[src/logic/wdm_map.svh]
// Register addresses, reset values and timing counts of the program loop watchdog
`ifndef WDM_MAP_SVH
`define WDM_MAP_SVH

// Register addresses on the CPU data bus
`define WDM_MODE_ADDR 16'hFF48
`define WDM_RESTART_ADDR 16'hFF49

// Reset and read values
`define WDM_MODE_RESET 8'h67
`define WDM_RESTART_READ 8'h9A
`define WDM_RESTART_KEY 8'hAC

// Mode register field layout
`define WDM_FIXED_MSB 7
`define WDM_FIXED_LSB 5
`define WDM_FIXED_VAL 3'h3
`define WDM_CS_MSB 4
`define WDM_CS_LSB 3
`define WDM_IV_MSB 2
`define WDM_IV_LSB 0
`define WDM_CS_RESET 2'h0
`define WDM_IV_RESET 3'h7

// Overflow tap bases for the two clock sources
`define WDM_LS_TAP_BASE 5'h0B
`define WDM_SYS_TAP_BASE 5'h0D

// Post-STOP pause, time in ns and its count of mclk cycles
`define WDM_CLK_NS 10
`define WDM_PAUSE_NS 34000
`define WDM_PAUSE_CYC (`WDM_PAUSE_NS / `WDM_CLK_NS)

`endif

[src/logic/wdm_pkg.sv]
// Types shared by the program loop watchdog
`default_nettype none
package wdm_pkg;

	// Counting phase around low-power states
	typedef enum logic [1:0] {
		WDM_RUN = 2'b00,
		WDM_FROZEN = 2'b01,
		WDM_SETTLE = 2'b10,
		WDM_PAUSE = 2'b11
	} wdm_phase_t;

	// Whole state of the watchdog
	typedef struct packed {
		logic [1:0] clk_sel;
		logic [2:0] interval;
		logic written;
		logic stopped;
		logic [20:0] cnt;
		wdm_phase_t phase;
		logic stop_seen;
		logic [11:0] pause_cnt;
		logic [2:0] ls_sync;
		logic rst_req;
		logic cause;
		logic [7:0] rdata;
	} wdm_state_t;

endpackage : wdm_pkg
`default_nettype wire

[src/logic/wdm_watchdog.sv]
// Program loop watchdog: mode and restart registers, counter, misuse and overflow reset
//
// How it works
// - Mode register takes one write after reset
// - Mode register reads 0x67 after reset
// - Clock select: 00 slow, 01 system, 1x stop
// - Overflow after 2^(11+n) slow or 2^(13+n)
// - Reset leaves longest interval, slow clock source
// - Counting starts by itself at reset release
// - Second mode write raises internal reset
// - Stopped at first write suppresses misuse resets
// - Key 0xAC to restart clears counter
// - Non-key restart write raises internal reset
// - Bit access to restart raises internal reset
// - Restart register always reads 0x9A
// - Any mode write clears the counter
// - Non-stoppable option: slow clock, select ignored
// - Non-stoppable option counts through STOP
// - Counter overflow raises internal reset
// - Stoppable option freezes and holds in HALT/STOP
// - After STOP, settle (system clock on crystal only) then 34 us pause
// - Watchdog reset sets the reset cause flag
// - Option byte picks stoppable or non-stoppable mode
`include "wdm_map.svh"
`timescale 1ns/1ps
`default_nettype none
module wdm_watchdog (
	input wire logic mclk,
	input wire logic reset_n,
	input wire logic [15:0] bus_addr,
	input wire logic bus_wr,
	input wire logic bus_rd,
	input wire logic bus_bit_op,
	input wire logic [7:0] bus_wdata,
	output logic [7:0] bus_rdata,
	input wire logic low_speed_osc_clock,
	input wire logic option_nonstop,
	input wire logic halt_mode,
	input wire logic stop_mode,
	input wire logic crystal_osc,
	input wire logic osc_settled,
	input wire logic cause_clear,
	output logic watchdog_reset_req,
	output logic watchdog_reset_cause_flag
);

	// State after reset: longest interval on the slow clock, counting
	localparam wdm_pkg::wdm_state_t RESET_STATE = '{
		clk_sel: `WDM_CS_RESET,
		interval: `WDM_IV_RESET,
		written: 1'b0,
		stopped: 1'b0,
		cnt: 21'h000000,
		phase: wdm_pkg::WDM_RUN,
		stop_seen: 1'b0,
		pause_cnt: 12'h000,
		ls_sync: 3'h0,
		rst_req: 1'b0,
		cause: 1'b0,
		rdata: 8'h00
	};

	localparam logic [11:0] PAUSE_LAST = 12'(`WDM_PAUSE_CYC - 1);

	wdm_pkg::wdm_state_t q;
	wdm_pkg::wdm_state_t d;

	// Decodes one register address, used for reads and writes
	function automatic logic wdm_hit(input logic [15:0] addr, input logic [15:0] reg_addr);
		wdm_hit = (addr == reg_addr);
	endfunction : wdm_hit

	// Mode register as seen by software
	function automatic logic [7:0] wdm_mode_view(input logic [1:0] cs, input logic [2:0] iv);
		wdm_mode_view = {`WDM_FIXED_VAL, cs, iv};
	endfunction : wdm_mode_view

	logic ls_edge;
	logic sel_sys;
	logic sel_stop;
	logic tick;
	logic [4:0] tap;
	logic overflow;
	logic mode_wr;
	logic restart_wr;
	logic misuse;
	logic low_power;

	// Clock source decode and count tick
	always_comb begin
		ls_edge = q.ls_sync[1] & ~q.ls_sync[2];
		sel_stop = q.clk_sel[1];
		sel_sys = (q.clk_sel == 2'h1);
		tick = sel_sys ? 1'b1 : ls_edge;
		tap = sel_sys ? (`WDM_SYS_TAP_BASE + {2'h0, q.interval})
			: (`WDM_LS_TAP_BASE + {2'h0, q.interval});
		overflow = q.cnt[tap] & ~sel_stop;
		low_power = halt_mode | stop_mode;
	end

	// Bus access decode and misuse detection
	always_comb begin
		mode_wr = bus_wr & wdm_hit(bus_addr, `WDM_MODE_ADDR);
		restart_wr = bus_wr & wdm_hit(bus_addr, `WDM_RESTART_ADDR);
		misuse = 1'b0;
		if (!q.stopped) begin
			if (mode_wr && q.written) begin
				misuse = 1'b1;
			end
			if (restart_wr && bus_bit_op) begin
				misuse = 1'b1;
			end
			if (restart_wr && (bus_wdata != `WDM_RESTART_KEY)) begin
				misuse = 1'b1;
			end
		end
	end

	// Next state
	always_comb begin
		d = q;
		d.rst_req = 1'b0;
		d.ls_sync = {q.ls_sync[1:0], low_speed_osc_clock};

		// Low-power phase tracking, only in the stoppable option
		if (option_nonstop) begin
			d.phase = wdm_pkg::WDM_RUN;
			d.stop_seen = 1'b0;
		end else begin
			case (q.phase)
				wdm_pkg::WDM_RUN: begin
					if (low_power) begin
						d.phase = wdm_pkg::WDM_FROZEN;
						d.stop_seen = stop_mode;
					end
				end
				wdm_pkg::WDM_FROZEN: begin
					if (stop_mode) begin
						d.stop_seen = 1'b1;
					end
					if (!low_power) begin
						d.pause_cnt = 12'h000;
						if (!q.stop_seen) begin
							d.phase = wdm_pkg::WDM_RUN;
						end else if (sel_sys && crystal_osc) begin
							d.phase = wdm_pkg::WDM_SETTLE;
						end else begin
							d.phase = wdm_pkg::WDM_PAUSE;
						end
					end
				end
				wdm_pkg::WDM_SETTLE: begin
					if (osc_settled) begin
						d.phase = wdm_pkg::WDM_PAUSE;
					end
				end
				wdm_pkg::WDM_PAUSE: begin
					if (q.pause_cnt == PAUSE_LAST) begin
						d.phase = wdm_pkg::WDM_RUN;
					end else begin
						d.pause_cnt = q.pause_cnt + 12'h001;
					end
				end
				default: begin
					d.phase = wdm_pkg::WDM_RUN;
				end
			endcase
		end

		// Counting; frozen phases hold the value
		if (q.phase == wdm_pkg::WDM_RUN && !sel_stop && tick) begin
			d.cnt = q.cnt + 21'h000001;
		end

		// Mode register write: each clears the counter, first one only loads the fields
		if (mode_wr) begin
			d.cnt = 21'h000000;
			if (!q.written) begin
				d.written = 1'b1;
				d.interval = bus_wdata[`WDM_IV_MSB:`WDM_IV_LSB];
				if (option_nonstop) begin
					d.clk_sel = `WDM_CS_RESET;
				end else begin
					d.clk_sel = bus_wdata[`WDM_CS_MSB:`WDM_CS_LSB];
					d.stopped = bus_wdata[`WDM_CS_MSB];
				end
			end
		end

		// Restart key clears the counter
		if (restart_wr && !bus_bit_op && bus_wdata == `WDM_RESTART_KEY) begin
			d.cnt = 21'h000000;
		end

		// Register reads, captured for one cycle later
		if (bus_rd) begin
			if (wdm_hit(bus_addr, `WDM_MODE_ADDR)) begin
				d.rdata = wdm_mode_view(q.clk_sel, q.interval);
			end else if (wdm_hit(bus_addr, `WDM_RESTART_ADDR)) begin
				d.rdata = `WDM_RESTART_READ;
			end else begin
				d.rdata = 8'h00;
			end
		end

		// Cause flag: a new watchdog reset wins over a clear
		d.cause = (q.cause & ~cause_clear) | overflow | misuse;

		// Internal reset returns the block to its reset state
		if (overflow || misuse) begin
			d = RESET_STATE;
			d.ls_sync = {q.ls_sync[1:0], low_speed_osc_clock};
			d.cause = 1'b1;
			d.rst_req = 1'b1;
		end
	end

	// State register
	always_ff @(posedge mclk) begin
		if (!reset_n) begin
			q <= RESET_STATE;
		end else begin
			q <= d;
		end
	end

	// Outputs straight from the state register
	assign bus_rdata = q.rdata;
	assign watchdog_reset_req = q.rst_req;
	assign watchdog_reset_cause_flag = q.cause;

endmodule : wdm_watchdog
`default_nettype wire

[config.mk]
export PLATFORM = sky130hd
export DESIGN_NAME = wdm_watchdog
export DESIGN_NICKNAME = d
export VERILOG_FILES = /design/src/logic/wdm_pkg.sv /design/src/logic/wdm_watchdog.sv
export VERILOG_INCLUDE_DIRS = /design/src /design/src/logic
export SDC_FILE = /design/constraint.sdc
export NUM_CORES = 1
export LEC_CHECK = 0
export BUFFER_PORTS_ARGS = -buffer_cell sky130_fd_sc_hd__buf_2
export CAP_MARGIN = 20
export CORE_UTILIZATION = 35
export CTS_CLUSTER_SIZE = 8
export DETAILED_ROUTE_END_ITERATION = 10
export PLACE_DENSITY = 0.59
export SLEW_MARGIN = 40
export SYNTH_ARGS = -nofsm -noshare
export SYNTH_HDL_FRONTEND = slang
export SYNTH_SLANG_ARGS = --single-unit
[constraint.sdc]
create_clock -name mclk -period 4.5 [get_ports mclk]
set_clock_uncertainty 0.1 [all_clocks]
set_input_delay 0.45 -clock mclk [delete_from_list [all_inputs] [get_ports mclk]]
set_output_delay 0.45 -clock mclk [all_outputs]
set_load 0.05 [all_outputs]
==> metrics, run 1 <==
worst r2r src=q[55]$_SDFFE_PP0P_; top cell type's share of synthesized area=between 30% and 40%; clock buffer count from CTS=5; largest family of logic cells by synthesized area=simple AND/OR/NAND/NOR gates; Cells after Synth=between 300 and 400; Vias=2,619; CTS tree=built; DR pass1 iterations=4; sequential area share after synthesis=32.9%; DRT antenna net count=0; final WL=around 6800 um; Worst Hold Endpoint=q[10]$_SDFF_PN0_; share of cells above drive strength 1=30.0%; vias in the first global route=2,502; post-synthesis adder-cell area fraction=2.43%; IO Port Bufs=45; final hold viol count=0; most common cell after layout, fill and taps aside=dfxtp_1; R2R depth=12; routed vias/inst=between 5 and 6; CP startpoint kind=flip-flop; row count=35; setup TNS=0 ps; Mapped Nets=404; Post-Synth XOR/XNOR Area=7.59%; CP required=4650 ps; Worst Setup Slack, final=942 ps; r2r endpoint=watchdog_reset_cause_flag$_SDFF_PN0_; EDFF count, synth=0; 1st-iter DRT viols=74; max_slew headroom=between 50% and 60%; post-detailed-route wirelength per cell=13.0 um; Initial Utilization=36.2%; hold_buf cts=0; Synth Area in Compound Gates=12.3%; GR Overflow Total=0; first-pass GRT wire length=11,600 um; CTS Buffer Depth=2; min-delay src=low_speed_osc_clock; status=complete, no violations; Power Total=864 uW; Distinct cells, synth=68; mux cell area share after synthesis=3.33%; fin area=3650 um2; largest cells by area after synthesis=dfxtp_1 (33%), nor3_2 (6.3%), xnor2_1 (5.5%); ant diodes=0; postcts setup bufs=0; ys async rst share=0%; clk sinks=55; detailed placer's ending HPWL=roughly 5000 um; WS Path Type=reg -> reg; period utilization=79.1%; Max IR drop VDD=0.129 mV; Synth Flop Type=dfxtp_1; Clk Latency, worst-skew pair=approximately 310 ps; RSZ-0062 raised after global routing=false; placed cells=515; Final Max Slew Viols=0; Place WS=about 960 ps; reg-to-reg slack, setup=between 900 and 1000 ps; Post-Synth Simple-Gate Area=33.9%; leakage power=0.00134 uW; DIE AREA=about 10000 um2; nets=434; total core area=9240 um2; CTS resizes=0; I/O pin total=46; Clock transition at path regs=~100 ps; Placement Cell Area=3540 um2; Post-Layout Cell Count=522; Cell Area, Synth=3340 um2; max_cap viols=0; all-layer global routing usage=between 10% and 20%; initial antenna violation count=0; Die H=approximately 100 um; drt drc=0; Die X=roughly 100 um; Area Overhead vs Synth=9.02%; Warnings, synthesis=0; Mapped Avg Cell Area=9.21 um2; register bit count reported by yosys=55; endpoint type of the worst setup path=flip-flop; top achievable clock speed=281 MHz; pwr dens=237 nW/um2; commonest non-fill, non-tap cells in the layout=dfxtp_1 (55), buf_2 (45), nand2_1 (32); Worst Path Max Fanout=17; largest net degree at the start of global routing=27; routability cong.=between 0.7 and 0.8; root buffer cell=clkbuf_8; Critical Path AT=about 3700 ps; largest area contributor in the netlist=dfxtp_1; Hold Crit Class=in -> reg; worst-margin pin slew=a little under 600 ps; hold path cells=2; Tmin final=3560 ps; H-tree depth=2; final setup fails=0
[layout make-up]
cell class	instances	area [um2]
Clock inverter	1	30.0
Timing Repair Buffer	47	240
Inverter	13	48.8
Sequential cell	55	1100
Clock buffer	6	72.6
Multi-Input combinational cell	271	1990
Tap cell	129	161
Fill cell	944	5590
[metrics by stage]
step	hold slack, ps	utilization, %
finish	254	39.5
global route	254	39.5
CTS	249	39.5
detailed placement	319	38.3
global placement	316	38.3
floorplan	312	-
[routing by layer]
layer	routed length, um	vias up	GRT usage (%)
met2	3290	39	24.7
met5	0	-	0
met3	186	5	3.16
met4	71	0	3.96
li1	-	1329	-
met1	3250	1246	17.9
[kinds of logic (layout without fill, tap and decap cells)]
logic type,after synthesis,count (layout)
and+or+nand+nor,176,176
DFF,55,55
AOI/OAI and AO/OA,52,52
buffers and inverters,37,67
xor gates and xnor gates,29,29
muxes,8,8
adders and majority gates,6,6
[registers in the layout, indices dropped and copies added (netlist names), named ones only]
signal	count
bus_rdata	7
watchdog_reset_req	1
watchdog_reset_cause_flag	1
q	45
[worst max-delay path, stage by stage, from the launching register on]
cell,delay [ps]
dfxtp_1,460
nand2b_1,250
inv_1,110
xnor2_1,140
ha_1,180
a21oi_1,150
fa_1,570
mux4_1,270
o22ai_1,70
o31a_2,340
nor2_4,320
buf_4,350
o31a_1,170
[cells in the mapped netlist, drive strengths merged (3+ instances only)]
master    n
dfxtp    55
nor2     40
nand2    33
nor3     32
buf      21
xnor2    21
nand3    16
inv      13
o21ai    12
a21oi    11
xor2      8
a211oi    6
and2      6
nand4     6
nor2b     6
nand3b    5
nor4      5
o31a      5
ha        4
mux2i     4
nor3b     4
a22oi     3
and3      3
clkbuf    3
nand2b    3
nand4bb   3
nor4b     3
or2       3
[worst max-delay path by stage]
stage,from,to,slack [ps],cells past startpoint
floorplan,q[55]$_SDFFE_PP0P_,bus_rdata[6]$_SDFFE_PP0P_,1450,13
global placement,q[55]$_SDFFE_PP0P_,watchdog_reset_cause_flag$_SDFF_PN0_,1080,12
detailed placement,q[55]$_SDFFE_PP0P_,flip-flop,960,12
CTS,q[55]$_SDFFE_PP0P_,watchdog_reset_cause_flag$_SDFF_PN0_,910,12
global route,q[55]$_SDFFE_PP0P_,watchdog_reset_cause_flag$_SDFF_PN0_,720,12
finish,q[55]$_SDFFE_PP0P_,watchdog_reset_cause_flag$_SDFF_PN0_,940,12
[where the power goes]
part | total (uW) | switching [uW] | leakage, uW | internal (uW)
sequential | 492 | 2.94 | 0.000444 | 489
clock | 319 | 156 | 0.0000513 | 163
combinational | 53.0 | 30.7 | 0.000843 | 22.3
total | 864 | 189 | 0.00134 | 675
Note: power is estimated with default switching activity, not from simulation.
==> inputs of run 2 (changes only) <==
--- a/config.mk
+++ b/config.mk
@@ -6,6 +6,7 @@
 export SDC_FILE = /design/constraint.sdc
 export NUM_CORES = 1
 export LEC_CHECK = 0
+export ABC_AREA = 1
 export BUFFER_PORTS_ARGS = -buffer_cell sky130_fd_sc_hd__buf_2
 export CAP_MARGIN = 20
 export CORE_UTILIZATION = 35
==> constraint.sdc (replaced) <==
create_clock -name mclk -period 3.65 [get_ports mclk]
set_clock_uncertainty 0.1 [all_clocks]
set_input_delay 0.365 -clock mclk [delete_from_list [all_inputs] [get_ports mclk]]
set_output_delay 0.365 -clock mclk [all_outputs]
set_load 0.05 [all_outputs]
==> metrics, run 2 <==
status=complete, no violations; final WL=7410 um (+9.0%); total core area=9420 um2 (+1.9%); most common cell after layout, fill and taps aside=nand2_1; Critical Path AT=3270 ps (-440 ps); ys async rst share=0% (unchanged); Vias=3,230 (+23%); leakage power=0.00171 uW (+28%); Tmin final=3150 ps (-410 ps); drt drc=0 (unchanged); initial antenna violation count=0 (unchanged); vias in the first global route=3,000 (+20%); largest area contributor in the netlist=dfxtp_1; 1st-iter DRT viols=104 (+41%); crit path cell chain=inv_2 > nand2_2 > nand2_1 > nand2_1 > inv_1 > ha_1 > a21oi_1 > fa_1 > inv_1 > nand4_1 > nand2_1 > inv_1 > nand3_1 > nand3_2 > nand2_4 > nand4_2 > nor2_1; CP startpoint kind=flip-flop; period utilization=86.3% (+7.2 points); Initial Utilization=36.7% (+0.52 points); min-delay src=low_speed_osc_clock; hold_buf cts=0 (unchanged); Cell Area, Synth=3460 um2 (+3.4%); Worst path slowest cell=fa_1; CP required=3770 ps (-880 ps); max_cap viols=0 (unchanged); Cells after Synth=551 (+52%); Area Overhead vs Synth=9.77%; routed vias/inst=4.52 (-10%); DIE AREA=10,300 um2 (+3.3%); R2R depth=17 (+5); CTS resizes=0 (unchanged); commonest non-fill, non-tap cells in the layout=nand2_1 (144), nor2_1 (92), inv_1 (87); sequential area share after synthesis=31.8% (-1.1 points); Distinct cells, synth=34 (-50%); worst r2r src=q[55]$_SDFFE_PP0P_; top cells by count, synth=nand2_1 (144), nor2_1 (92), inv_1 (87); H-tree depth=2 (unchanged); ant diodes=0 (unchanged); final hold viol count=0 (unchanged); EDFF count, synth=0 (unchanged); root buffer cell=clkbuf_8; Die X=101 um (+1.6%); largest net degree at the start of global routing=25 (-7.4%); nets=627 (+44%); top achievable clock speed=318 MHz (+13%); Clk Latency, worst-skew pair=310 ps (about the same); top cell type's share of synthesized area=31.8% (-1.1 points); share of cells above drive strength 1=11.8% (-18 points); postcts setup bufs=0 (unchanged); detailed placer's ending HPWL=5730 um (+11%); final setup fails=0 (unchanged); Hold Crit Class=in -> reg; Worst Path Max Fanout=21 (+4); register bit count reported by yosys=55 (unchanged); RSZ-0062 raised after global routing=false; WS Path Type=reg -> reg; Die H=101 um (+1.6%); all-layer global routing usage=16.0% (+1.7 points); routability cong.=0.839 (+5.2%); DR pass1 iterations=4 (unchanged); pwr dens=266 nW/um2 (+12%); Reg with most FFs=q; hold path cells=3 (+1); Max IR drop VDD=0.185 mV (+43%); Warnings, synthesis=0 (unchanged); fillers=1,033 (+9.4%); Clock transition at path regs=100 ps (about the same); DRT antenna net count=0 (unchanged); largest cells by area after synthesis=dfxtp_1 (32%), nand2_1 (16%), nor2_1 (10%); CTS tree=built; fin area=3790 um2 (+4.1%); most numerous cell in the Yosys netlist=nand2_1; GR Overflow Total=0 (unchanged); I/O pin total=46 (unchanged); first-pass GRT wire length=13,300 um (+15%); IO Port Bufs=45 (unchanged); Final Max Slew Viols=0 (unchanged); Mapped Nets=592 (+47%); worst-margin pin slew=539 ps (-51.8 ps); CP Launch Point=q[55]$_SDFFE_PP0P_; Mapped Avg Cell Area=6.27 um2 (-32%); endpoint type of the worst setup path=flip-flop; delay of the slowest cell on the worst path=500 ps (-70 ps); CTS Buffer Depth=2 (unchanged); max reg flops=45 (unchanged); clock buffer count from CTS=5 (unchanged); clk sinks=55 (unchanged); post-detailed-route wirelength per cell=10.4 um (-20%); setup TNS=0 ps (unchanged); Placement Cell Area=3710 um2 (+4.7%); max_slew headroom=64.0% (+4.4 points); row count=35 (unchanged); Synth Flop Type=dfxtp_1
run 2: path summary, 6_finish.rpt:
check / endpoint / slack, ps
setup reg to reg: q[45]$_SDFFE_PP0P_ / 500
hold reg to reg: q[11]$_SDFF_PN0_ / 330
hold / removal: q[10]$_SDFF_PN0_ / 140
setup / recovery: q[45]$_SDFFE_PP0P_ / 500
run 2: layout make-up:
cell class,instances,area [um2],area share (%)
multi-input combinational,387,1870,49.4
sequential,55,1100,29.0
inverter,91,342,9.00
timing repair buffer,46,233,6.13
tap,129,161,4.25
clock buffer,5,68.8,1.81
clock inverter,2,16.3,0.429
run 2: cells by family (layout without fill, tap and decap cells):
group | count (synthesis) | count (layout) | synth area share [%]
AND/OR/NAND/NOR | 316 | 316 | 39.4
buffers and inverters | 109 | 144 | 14.0
flip-flops | 55 | 55 | 31.8
AO/OA/AOI/OAI | 42 | 42 | 6.59
XOR/XNOR | 22 | 22 | 5.57
adder cells (fa/ha/maj) | 5 | 5 | 2.03
multiplexers | 2 | 2 | 0.579
run 2: metal layers:
metal,wire [um],vias to the layer above,track usage (%)
li1,-,1760,-
met1,3650,1395,20.1
met2,3380,64,27.9
met3,272,11,2.55
met4,99,0,5.24
met5,0,-,0
run 2: critical path, delay by kind of cell, from the launching register on:
kind / cells / cell delay, ps
flops: 1 / 450
simple gates: 10 / 1400
compound gates: 1 / 160
fa+ha+maj: 2 / 670
buf+inv: 4 / 290
run 2: where the power goes:
group	switching [uW]	internal [uW]	leakage [uW]
Sequential	3.26	604	0.000444
Clock	205	134	0.0000406
Combinational	37.9	24.8	0.00122
Total	246	763	0.00171
run 2: stage by stage:
stage	utilization [%]	hold WS, ps	total power (uW)	setup slack (ps)	cells
after floorplan	-	290	659	1110	551
after global placement	39.4	294	684	652	708
after detailed placement	39.4	302	685	504	708
after CTS	40.3	129	1030	451	715
after global routing	40.3	134	1060	112	715
final	40.3	139	1010	501	715
